==> config.mk <==
export PLATFORM = sky130hd
export DESIGN_NAME = pdx_core
export DESIGN_NICKNAME = d
export VERILOG_FILES = /design/src/rtl/pdx_pkg.sv /design/src/rtl/pdx_page_step.sv /design/src/rtl/pdx_core.sv
export SDC_FILE = /design/constraint.sdc
export NUM_CORES = 1
export LEC_CHECK = 0
export ABC_AREA = 1
export ABC_CLOCK_PERIOD_IN_PS = 1900
export BUFFER_PORTS_ARGS = -buffer_cell sky130_fd_sc_hd__buf_2
export CELL_PAD_IN_SITES_DETAIL_PLACEMENT = 0
export CELL_PAD_IN_SITES_GLOBAL_PLACEMENT = 1
export CORE_AREA = 2 2 112 114
export CTS_CLUSTER_SIZE = 20
export DETAILED_ROUTE_END_ITERATION = 10
export DIE_AREA = 0 0 114 116
export PLACE_DENSITY = 0.79
export SYNTH_ARGS = -nofsm -noshare
export SYNTH_HDL_FRONTEND = slang
export SYNTH_SLANG_ARGS = --single-unit
export TNS_END_PERCENT = 30
==> constraint.sdc <==
create_clock -name mclk_i -period 1.9 [get_ports mclk_i]
set_clock_uncertainty 0.1 [all_clocks]
set_input_delay 0.38 -clock mclk_i [delete_from_list [all_inputs] [get_ports mclk_i]]
set_output_delay 0.38 -clock mclk_i [all_outputs]
set_load 0.01 [all_outputs]
==> src/rtl/pdx_pkg.sv <==
package pdx_pkg;

	// ------------------------------------------------------------
	// widths and field positions
	// ------------------------------------------------------------
	localparam int PDX_PG_W = 10;
	localparam int PDX_EA_W = 16;
	localparam int PDX_EA_PAGED_BIT = 15;
	localparam int PDX_PS_PAGE_BIT = 9;

	// ------------------------------------------------------------
	// page values at space boundaries
	// ------------------------------------------------------------
	localparam logic [PDX_PG_W-1:0] PDX_PG_ZERO = 10'h000;
	localparam logic [PDX_PG_W-1:0] PDX_PG_ONE = 10'h001;
	localparam logic [PDX_PG_W-1:0] PDX_PG_EXT_LAST = 10'h1ff;
	localparam logic [PDX_PG_W-1:0] PDX_PG_WIN_LOW = 10'h001;
	localparam logic [PDX_PG_W-1:0] PDX_PG_LSW_FIRST = 10'h200;
	localparam logic [PDX_PG_W-1:0] PDX_PG_LSW_LAST = 10'h2ff;
	localparam logic [PDX_PG_W-1:0] PDX_PG_MSB_FIRST = 10'h300;
	localparam logic [PDX_PG_W-1:0] PDX_PG_MSB_LAST = 10'h3ff;

	// ------------------------------------------------------------
	// reset values
	// ------------------------------------------------------------
	localparam logic [PDX_PG_W-1:0] PDX_RD_PAGE_RST = 10'h001;
	localparam logic [PDX_PG_W-1:0] PDX_WR_PAGE_RST = 10'h001;

	// ------------------------------------------------------------
	// carriers
	// ------------------------------------------------------------
	typedef enum logic [2:0] {
		pdx_am_post,
		pdx_am_pre,
		pdx_am_offset,
		pdx_am_modulo,
		pdx_am_bitrev
	} pdx_mode_e;

	typedef struct packed {
		logic valid;
		logic write;
		pdx_mode_e mode;
		logic [PDX_EA_W-1:0] base;
		logic [PDX_EA_W-1:0] step;
	} pdx_req_s;

	typedef struct packed {
		logic valid;
		logic write;
		logic trap;
		logic base_space;
		logic [PDX_PG_W-1:0] page;
		logic [PDX_EA_W-1:0] ea;
	} pdx_res_s;

endpackage

==> src/rtl/pdx_page_step.sv <==
`timescale 1ns/1ps
`default_nettype none
module pdx_page_step
	import pdx_pkg::*;
#(
	parameter bit IS_READ = 1'b1
) (
	input wire logic [PDX_PG_W-1:0] page_i,
	input wire logic linear_i,
	input wire logic ovf_i,
	input wire logic udf_i,
	input wire logic raw15_i,
	output logic [PDX_PG_W-1:0] page_o,
	output logic ea15_o,
	output logic drop_o
);

	// ------------------------------------------------------------
	// boundary table
	// ------------------------------------------------------------
	always_comb begin
		page_o = page_i;
		ea15_o = raw15_i;
		drop_o = 1'b0;
		if (!(ovf_i || udf_i)) begin
			ea15_o = raw15_i;
		end else if (!linear_i) begin
			ea15_o = 1'b1;
		end else if (ovf_i) begin
			if (page_i == PDX_PG_EXT_LAST) begin
				ea15_o = 1'b0;
				drop_o = 1'b1;
			end else if (IS_READ && page_i == PDX_PG_LSW_LAST) begin
				page_o = PDX_PG_MSB_FIRST;
				ea15_o = 1'b1;
			end else if (IS_READ && page_i == PDX_PG_MSB_LAST) begin
				ea15_o = 1'b0;
				drop_o = 1'b1;
			end else begin
				page_o = page_i + PDX_PG_ONE;
				ea15_o = 1'b1;
			end
		end else begin
			// write side drops out at the lowest page too, never reaching page zero
			if (page_i == PDX_PG_WIN_LOW) begin
				ea15_o = 1'b0;
				drop_o = 1'b1;
			end else if (IS_READ && page_i == PDX_PG_LSW_FIRST) begin
				ea15_o = 1'b0;
				drop_o = 1'b1;
			end else if (IS_READ && page_i == PDX_PG_MSB_FIRST) begin
				page_o = PDX_PG_LSW_LAST;
				ea15_o = 1'b1;
			end else begin
				page_o = page_i - PDX_PG_ONE;
				ea15_o = 1'b1;
			end
		end
	end

endmodule
`default_nettype wire

==> src/rtl/pdx_core.sv <==
// Contract
// - separate read and write pages; reads use one, writes the other
// - raw indirect sum leaves address bit 15 clear on page crossing
// - crossing detected only for paged base, in every addressing mode
// - overflow increments page and sets address bit 15
// - underflow decrements page and sets address bit 15
// - offset, modulo, bit-reversed crossings set bit 15, keep page
// - overflow from last extended page keeps page, bit 15 cleared
// - read overflow from last lower-word page moves to first upper-byte page
// - read overflow from last upper-byte page keeps page, bit 15 cleared
// - underflow from lowest window page keeps page, bit 15 cleared
// - read underflow from first lower-word page keeps page, bit 15 cleared
// - read underflow from first upper-byte page steps to last lower-word page
// - dropped accesses land in unpaged base space below 0x8000
// - paged access with page zero raises address error trap
// - write through program memory page raises address error trap
`timescale 1ns/1ps
`default_nettype none
module pdx_core
	import pdx_pkg::*;
(
	input wire logic mclk_i,
	input wire logic rstn_i,
	input wire pdx_req_s req_i,
	input wire logic pg_load_i,
	input wire logic pg_load_wr_i,
	input wire logic [PDX_PG_W-1:0] pg_load_val_i,
	output pdx_res_s res_o,
	output logic [PDX_PG_W-1:0] data_read_page_o,
	output logic [PDX_PG_W-1:0] data_write_page_o
);

	// ------------------------------------------------------------
	// reset release
	// ------------------------------------------------------------
	logic [1:0] rst_sync_r;
	logic rst_n;

	always_ff @(posedge mclk_i or negedge rstn_i) begin
		if (!rstn_i) begin
			rst_sync_r <= 2'b00;
		end else begin
			rst_sync_r <= {rst_sync_r[0], 1'b1};
		end
	end
	assign rst_n = rst_sync_r[1];

	// ------------------------------------------------------------
	// address arithmetic and crossing detection
	// ------------------------------------------------------------
	logic [PDX_PG_W-1:0] data_read_page_r;
	logic [PDX_PG_W-1:0] data_write_page_r;
	logic [16:0] sum;
	logic paged;
	logic linear;
	logic ovf;
	logic udf;
	logic raw15;
	logic rd_trap;
	logic wr_trap;
	logic trap;
	logic go;
	logic rd_load;
	logic wr_load;

	// a 16-bit offset crosses at most one page; only one step is taken
	assign sum = {1'b0, req_i.base} + {req_i.step[15], req_i.step};
	assign raw15 = sum[PDX_EA_PAGED_BIT];
	assign paged = req_i.base[PDX_EA_PAGED_BIT];
	assign linear = (req_i.mode == pdx_am_pre) || (req_i.mode == pdx_am_post);
	assign ovf = paged && sum[16];
	assign udf = paged && !sum[16] && !sum[15];

	assign rd_trap = !req_i.write && paged && (data_read_page_r == PDX_PG_ZERO);
	assign wr_trap = req_i.write && paged && ((data_write_page_r == PDX_PG_ZERO) ||
		data_write_page_r[PDX_PS_PAGE_BIT]);
	assign trap = rd_trap || wr_trap;
	assign go = req_i.valid && !trap;
	assign rd_load = pg_load_i && !pg_load_wr_i;
	assign wr_load = pg_load_i && pg_load_wr_i;

	// ------------------------------------------------------------
	// per-page boundary units
	// ------------------------------------------------------------
	logic [PDX_PG_W-1:0] rd_page_nxt;
	logic [PDX_PG_W-1:0] wr_page_nxt;
	logic rd_ea15;
	logic wr_ea15;
	logic rd_drop;
	logic wr_drop;

	pdx_page_step #(.IS_READ(1'b1)) u_rd_step (
		.page_i(data_read_page_r),
		.linear_i(linear),
		.ovf_i(ovf),
		.udf_i(udf),
		.raw15_i(raw15),
		.page_o(rd_page_nxt),
		.ea15_o(rd_ea15),
		.drop_o(rd_drop)
	);

	pdx_page_step #(.IS_READ(1'b0)) u_wr_step (
		.page_i(data_write_page_r),
		.linear_i(linear),
		.ovf_i(ovf),
		.udf_i(udf),
		.raw15_i(raw15),
		.page_o(wr_page_nxt),
		.ea15_o(wr_ea15),
		.drop_o(wr_drop)
	);

	// ------------------------------------------------------------
	// page registers
	// ------------------------------------------------------------
	// a software load wins over an access-driven step in the same cycle
	always_ff @(posedge mclk_i or negedge rst_n) begin
		if (!rst_n) begin
			data_read_page_r <= PDX_RD_PAGE_RST;
		end else if (rd_load) begin
			data_read_page_r <= pg_load_val_i;
		end else if (go && !req_i.write) begin
			data_read_page_r <= rd_page_nxt;
		end
	end

	always_ff @(posedge mclk_i or negedge rst_n) begin
		if (!rst_n) begin
			data_write_page_r <= PDX_WR_PAGE_RST;
		end else if (wr_load) begin
			data_write_page_r <= pg_load_val_i;
		end else if (go && req_i.write) begin
			data_write_page_r <= wr_page_nxt;
		end
	end

	// ------------------------------------------------------------
	// result register
	// ------------------------------------------------------------
	pdx_res_s res_r;

	always_ff @(posedge mclk_i or negedge rst_n) begin
		if (!rst_n) begin
			res_r <= '0;
		end else begin
			res_r.valid <= req_i.valid;
			res_r.write <= req_i.write;
			res_r.trap <= req_i.valid && trap;
			res_r.base_space <= req_i.valid && !trap && (req_i.write ? wr_drop : rd_drop);
			res_r.page <= req_i.write ? wr_page_nxt : rd_page_nxt;
			res_r.ea <= {(req_i.write ? wr_ea15 : rd_ea15), sum[14:0]};
		end
	end

	assign res_o = res_r;
	assign data_read_page_o = data_read_page_r;
	assign data_write_page_o = data_write_page_r;

	// ------------------------------------------------------------
	// checks
	// ------------------------------------------------------------
	logic rd_ev;
	logic wr_ev;
	assign rd_ev = go && !req_i.write && !pg_load_i;
	assign wr_ev = go && req_i.write && !pg_load_i;

	property p_sep_pages;
		@(posedge mclk_i) disable iff (!rst_n)
		wr_ev |=> (data_read_page_r == $past(data_read_page_r));
	endproperty
	a_sep_pages: assert property (p_sep_pages)
		else $error("write access moved the read page");

	property p_raw_clear;
		@(posedge mclk_i) disable iff (!rst_n)
		(req_i.valid && (ovf || udf)) |-> !raw15;
	endproperty
	a_raw_clear: assert property (p_raw_clear)
		else $error("raw sum kept bit 15 on crossing");

	property p_detect_only;
		@(posedge mclk_i) disable iff (!rst_n)
		(go && !paged && !pg_load_i)
		|=> $stable(data_read_page_r) && $stable(data_write_page_r) && !res_o.base_space;
	endproperty
	a_detect_only: assert property (p_detect_only)
		else $error("crossing flagged for unpaged base");

	property p_ovf_inc;
		@(posedge mclk_i) disable iff (!rst_n)
		(rd_ev && linear && ovf && data_read_page_r != PDX_PG_EXT_LAST &&
		data_read_page_r != PDX_PG_LSW_LAST && data_read_page_r != PDX_PG_MSB_LAST)
		|=> (data_read_page_r == $past(data_read_page_r) + PDX_PG_ONE) && res_o.ea[15];
	endproperty
	a_ovf_inc: assert property (p_ovf_inc)
		else $error("overflow did not advance the page");

	property p_udf_dec;
		@(posedge mclk_i) disable iff (!rst_n)
		(wr_ev && linear && udf && data_write_page_r != PDX_PG_WIN_LOW)
		|=> (data_write_page_r == $past(data_write_page_r) - PDX_PG_ONE) && res_o.ea[15];
	endproperty
	a_udf_dec: assert property (p_udf_dec)
		else $error("underflow did not step the page back");

	property p_wrap;
		@(posedge mclk_i) disable iff (!rst_n)
		(rd_ev && !linear && (ovf || udf))
		|=> $stable(data_read_page_r) && res_o.ea[15] && !res_o.base_space;
	endproperty
	a_wrap: assert property (p_wrap)
		else $error("non-linear crossing changed page or cleared bit 15");

	property p_ext_last;
		@(posedge mclk_i) disable iff (!rst_n)
		(wr_ev && linear && ovf && data_write_page_r == PDX_PG_EXT_LAST)
		|=> data_write_page_r == PDX_PG_EXT_LAST && !res_o.ea[15];
	endproperty
	a_ext_last: assert property (p_ext_last)
		else $error("last extended page overflow misbehaved");

	property p_lsw_to_msb;
		@(posedge mclk_i) disable iff (!rst_n)
		(rd_ev && linear && ovf && data_read_page_r == PDX_PG_LSW_LAST)
		|=> data_read_page_r == PDX_PG_MSB_FIRST && res_o.ea[15];
	endproperty
	a_lsw_to_msb: assert property (p_lsw_to_msb)
		else $error("lower-word to upper-byte step missed");

	property p_msb_last;
		@(posedge mclk_i) disable iff (!rst_n)
		(rd_ev && linear && ovf && data_read_page_r == PDX_PG_MSB_LAST)
		|=> data_read_page_r == PDX_PG_MSB_LAST && !res_o.ea[15];
	endproperty
	a_msb_last: assert property (p_msb_last)
		else $error("last upper-byte overflow misbehaved");

	property p_win_low;
		@(posedge mclk_i) disable iff (!rst_n)
		(rd_ev && linear && udf && data_read_page_r == PDX_PG_WIN_LOW)
		|=> data_read_page_r == PDX_PG_WIN_LOW && !res_o.ea[15];
	endproperty
	a_win_low: assert property (p_win_low)
		else $error("lowest page underflow misbehaved");

	property p_lsw_first;
		@(posedge mclk_i) disable iff (!rst_n)
		(rd_ev && linear && udf && data_read_page_r == PDX_PG_LSW_FIRST)
		|=> data_read_page_r == PDX_PG_LSW_FIRST && !res_o.ea[15];
	endproperty
	a_lsw_first: assert property (p_lsw_first)
		else $error("first lower-word underflow misbehaved");

	property p_msb_back;
		@(posedge mclk_i) disable iff (!rst_n)
		(rd_ev && linear && udf && data_read_page_r == PDX_PG_MSB_FIRST)
		|=> data_read_page_r == PDX_PG_LSW_LAST && res_o.ea[15];
	endproperty
	a_msb_back: assert property (p_msb_back)
		else $error("upper-byte to lower-word step missed");

	property p_base_space;
		@(posedge mclk_i) disable iff (!rst_n)
		(res_o.valid && res_o.base_space) |-> (res_o.ea < 16'h8000) && !res_o.trap;
	endproperty
	a_base_space: assert property (p_base_space)
		else $error("dropped access outside base space");

	property p_trap_zero;
		@(posedge mclk_i) disable iff (!rst_n)
		(req_i.valid && !req_i.write && paged && data_read_page_r == PDX_PG_ZERO && !pg_load_i)
		|=> res_o.trap && $stable(data_read_page_r);
	endproperty
	a_trap_zero: assert property (p_trap_zero)
		else $error("page zero access did not trap");

	property p_trap_ps;
		@(posedge mclk_i) disable iff (!rst_n)
		(req_i.valid && req_i.write && paged && data_write_page_r[PDX_PS_PAGE_BIT])
		|=> res_o.trap && res_o.valid;
	endproperty
	a_trap_ps: assert property (p_trap_ps)
		else $error("program space write did not trap");

	property p_b2b;
		@(posedge mclk_i) disable iff (!rst_n)
		(res_o.valid && !res_o.trap && !$past(pg_load_i))
		|-> res_o.page == (res_o.write ? data_write_page_r : data_read_page_r);
	endproperty
	a_b2b: assert property (p_b2b)
		else $error("page register lags the finished access");

	c_lsw_to_msb: cover property (@(posedge mclk_i) disable iff (!rst_n)
		rd_ev && linear && ovf && data_read_page_r == PDX_PG_LSW_LAST);
	c_ext_drop: cover property (@(posedge mclk_i) disable iff (!rst_n)
		res_o.valid && res_o.base_space && res_o.write);
	c_trap: cover property (@(posedge mclk_i) disable iff (!rst_n)
		res_o.valid && res_o.trap);
	c_wrap: cover property (@(posedge mclk_i) disable iff (!rst_n)
		go && !linear && (ovf || udf));

endmodule
`default_nettype wire

==> metrics.md <==
| Metric | Value |
|---|---|
| Antenna diode count | 0 |
| Final net count | 979 |
| Port bufs | 99 |
| Ys async rst share | 100% |
| Final hold violation count | 0 |
| WL per Instance | 15.3 um |
| Final setup viols | 32 |
| Library cells used by synthesis | 41 |
| Reg2reg start | data_read_page_o[0] |
| Total CTS buffers | 5 |
| Initial antenna violation count | 0 |
| Pwr dens | 723 nW/um2 |
| Sink Count | 52 |
| Pwr Total | 4970 uW |
| Clk pin slew, worst setup/hold paths | 70 ps |
| RSZ-0062 raised after global routing | true |
| Cell leakage power | 0.00370 uW |
| Slew Limit Fails | 0 |
| Ranking of synthesized cells by area | dfrtp_1 28%, nand2_1 18%, nand3_1 12%, ha_1 6.2%, inv_1 6.1% |
| Die area | 13,200 um2 |
| Syn_nets | 752 |
| Vias per inst | 5.05 |
| Final period util | 118% |
| CTS H-Tree Depth | 2 |
| Ys flop type | dfrtp_1 |
| Sequential element share of the synthesized area | 29.2% |
| Worst setup margin | -346 ps |
| Worst path required time | 1980 ps |
| Max cap viols | 0 |
| Hold Worst Slack | 120 ps |
| Final HPWL DP | 12,100 um |
| Peak VDD IR | 393 uV |
| Pre-CTS setup slack | -683 ps |
| # DRC | 0 |
| Synth top area share | 28.1% |
| Clock Latency Late Sink | 300 ps |
| Top Ports | 101 |
| Nature of the critical path endpoint | flop |
| Clk root buf | clkbuf_16 |
| Worst reg-to-reg path cell count | 12 |
| Worst reg2reg setup slack | -270 ps |
| Gr ovfl total | 0 |
| Largest net degree at the start of global routing | 28 |
| Antenna-violating nets left | 0 |
| Die Y | 116 um |
| Failing checks | setup timing |
| Startpoint types | input pin |
| Worst hold path class | reg2async |
| Post-synth EDFFs | 0 |
| Drt initial violations | 336 |
| Fmax | 445 MHz |
| Yosys warning total | 0 |
| First-pass GRT wire length | 25,500 um |
| Clk buf depth | 2 |
| Rows | 40 |
| Utilization after layout | 57.7% |
| Detailed Routing Iterations Pass 1 | 5 |
| Syn Std Cell Area | 4460 um2 |
| Layout cells sized above 1 | 40.8% |
| Routability congestion estimate | 0.950 |
| DR vias | 5,314 |
| Synth-to-layout area growth | 54.1% |
| Largest area contributor in the netlist | dfrtp_1 |
| Top post-synthesis cells by count | 215 x nand2_1, 108 x nand3_1, 73 x inv_1 |
| Post-synthesis cell count | 678 |
| Reg2Reg Capture Point | data_read_page_o[4] |
| Worst-path maximum fanout | 8 |
| Run status | finished with violations |
| #FFs+latches synth | 52 |
| Die Width | 114 um |
| Detailed-route wire length | 16,200 um |
| CTS tree | done |
| Fin crit period | 2250 ps |
| Initial Util | 37.4% |
| Worst Setup Path Type | in2reg |
| All-Layer GR Usage | 24.3% |
| Most common cell in the synthesized netlist | nand2_1 |
| Number of global-route vias before repair | 5,232 |
| WP data arrival | 2330 ps |
| Syn Area/Cell | 6.58 um2 |
| Core Footprint | 11,900 um2 |
kinds of logic (layout without fill, tap and decap cells):
group | Yosys count | in the layout | synth area share (%)
simple gates | 421 | 421 | 42.9
buf+inv | 105 | 333 | 9.85
flops | 52 | 52 | 29.2
compound gates | 50 | 50 | 6.26
xor+xnor | 26 | 26 | 5.11
fa+ha+maj | 23 | 23 | 6.62
other cells | 1 | 1 | 0.0841
cell type report:
cell class	count	area (um2)
repair inverters	1	8.76
flip-flops and latches	52	1310
clock buffers	7	143
well taps	147	184
clock inverters	1	7.51
inverters	82	322
repair buffers	242	1810
multi-input cells	521	3100
fillers	1143	5040
layout by cell type (no fill, tap or decap), types with 18 or more instances in the layout:
cell type  synthesis  layout
ha_1              22      18
inv_1             73      66
nor2_1            38      35
buf_4              7     122
nand3_1          108      82
dfrtp_1           50      49
buf_2              9      97
nand4_1           18      18
nand3_2            1      26
nand2_1          215     182
nand2_2           17      39
worst max path at each step:
stage,endpoint,from,slack (ps),cells past startpoint
after detailed placement,res_o[16],req_i[0],-680,19
after global routing,data_write_page_o[9],req_i[16],-470,19
after CTS,data_read_page_o[4],req_i[16],-320,18
final,res_o[25],req_i[15],-350,16
after floorplan,res_o[19],req_i[0],-310,18
after global placement,res_o[16],req_i[0],-640,19
per-stage QoR:
stage,cells,setup TNS (ps),area [um2]
2_1_floorplan,678,-9580,4510
6_report,1053,-9470,6870
3_3_place_gp,1025,-17950,6070
5_1_grt,1053,-13580,6870
3_5_place_dp,1025,-19770,6070
4_1_cts,1047,-8630,6550
report_power, final:
| group | internal [uW] | switching, uW | total [uW] |
|---|---|---|---|
| registers | 1300 | 120 | 1420 |
| logic | 1170 | 1430 | 2590 |
| clock network | 527 | 431 | 957 |
| total | 2990 | 1980 | 4970 |
routing by layer:
metal / share of wire, % / vias to the layer above / routed length [um] / GRT usage [%]
li1: - / 2653 / - / -
met1: 44 / 2526 / 7180 / 31.3
met2: 51 / 119 / 8170 / 42.9
met3: 3.3 / 16 / 536 / 2.62
met4: 1.7 / 0 / 269 / 7.32
met5: 0 / - / 0 / 0
registers in the layout, summed over array words and instances (netlist names):
register and flops:
res_o 30, data_read_page_o 10, data_write_page_o 10, rst_sync_r 2
repair_timing:
| item | 4_1_cts | 5_1_grt |
|---|---|---|
| setup endpoints to repair | 32 | 34 |
| hold buffers | 1 | 0 |
| buffers inserted | 10 | 4 |
| cloned | 3 | 3 |
| pin swaps | 16 | 16 |
| hold endpoints to repair | 2 | 0 |
| resized for setup | 41 | 67 |
worst max-delay path, stage by stage:
cell	delay [ps]
buf_2	110
ha_1	320
nand2_1	130
inv_1	50
nand2_1	60
nand2_1	90
a21oi_4	180
nand2_4	80
nand2_4	70
nand3_4	140
buf_12	170
buf_16	140
o21ai_2	150
nand2_2	80
nand3_1	90
nand2_1	70
No activity file was read; power rests on OpenSTA's default activity.
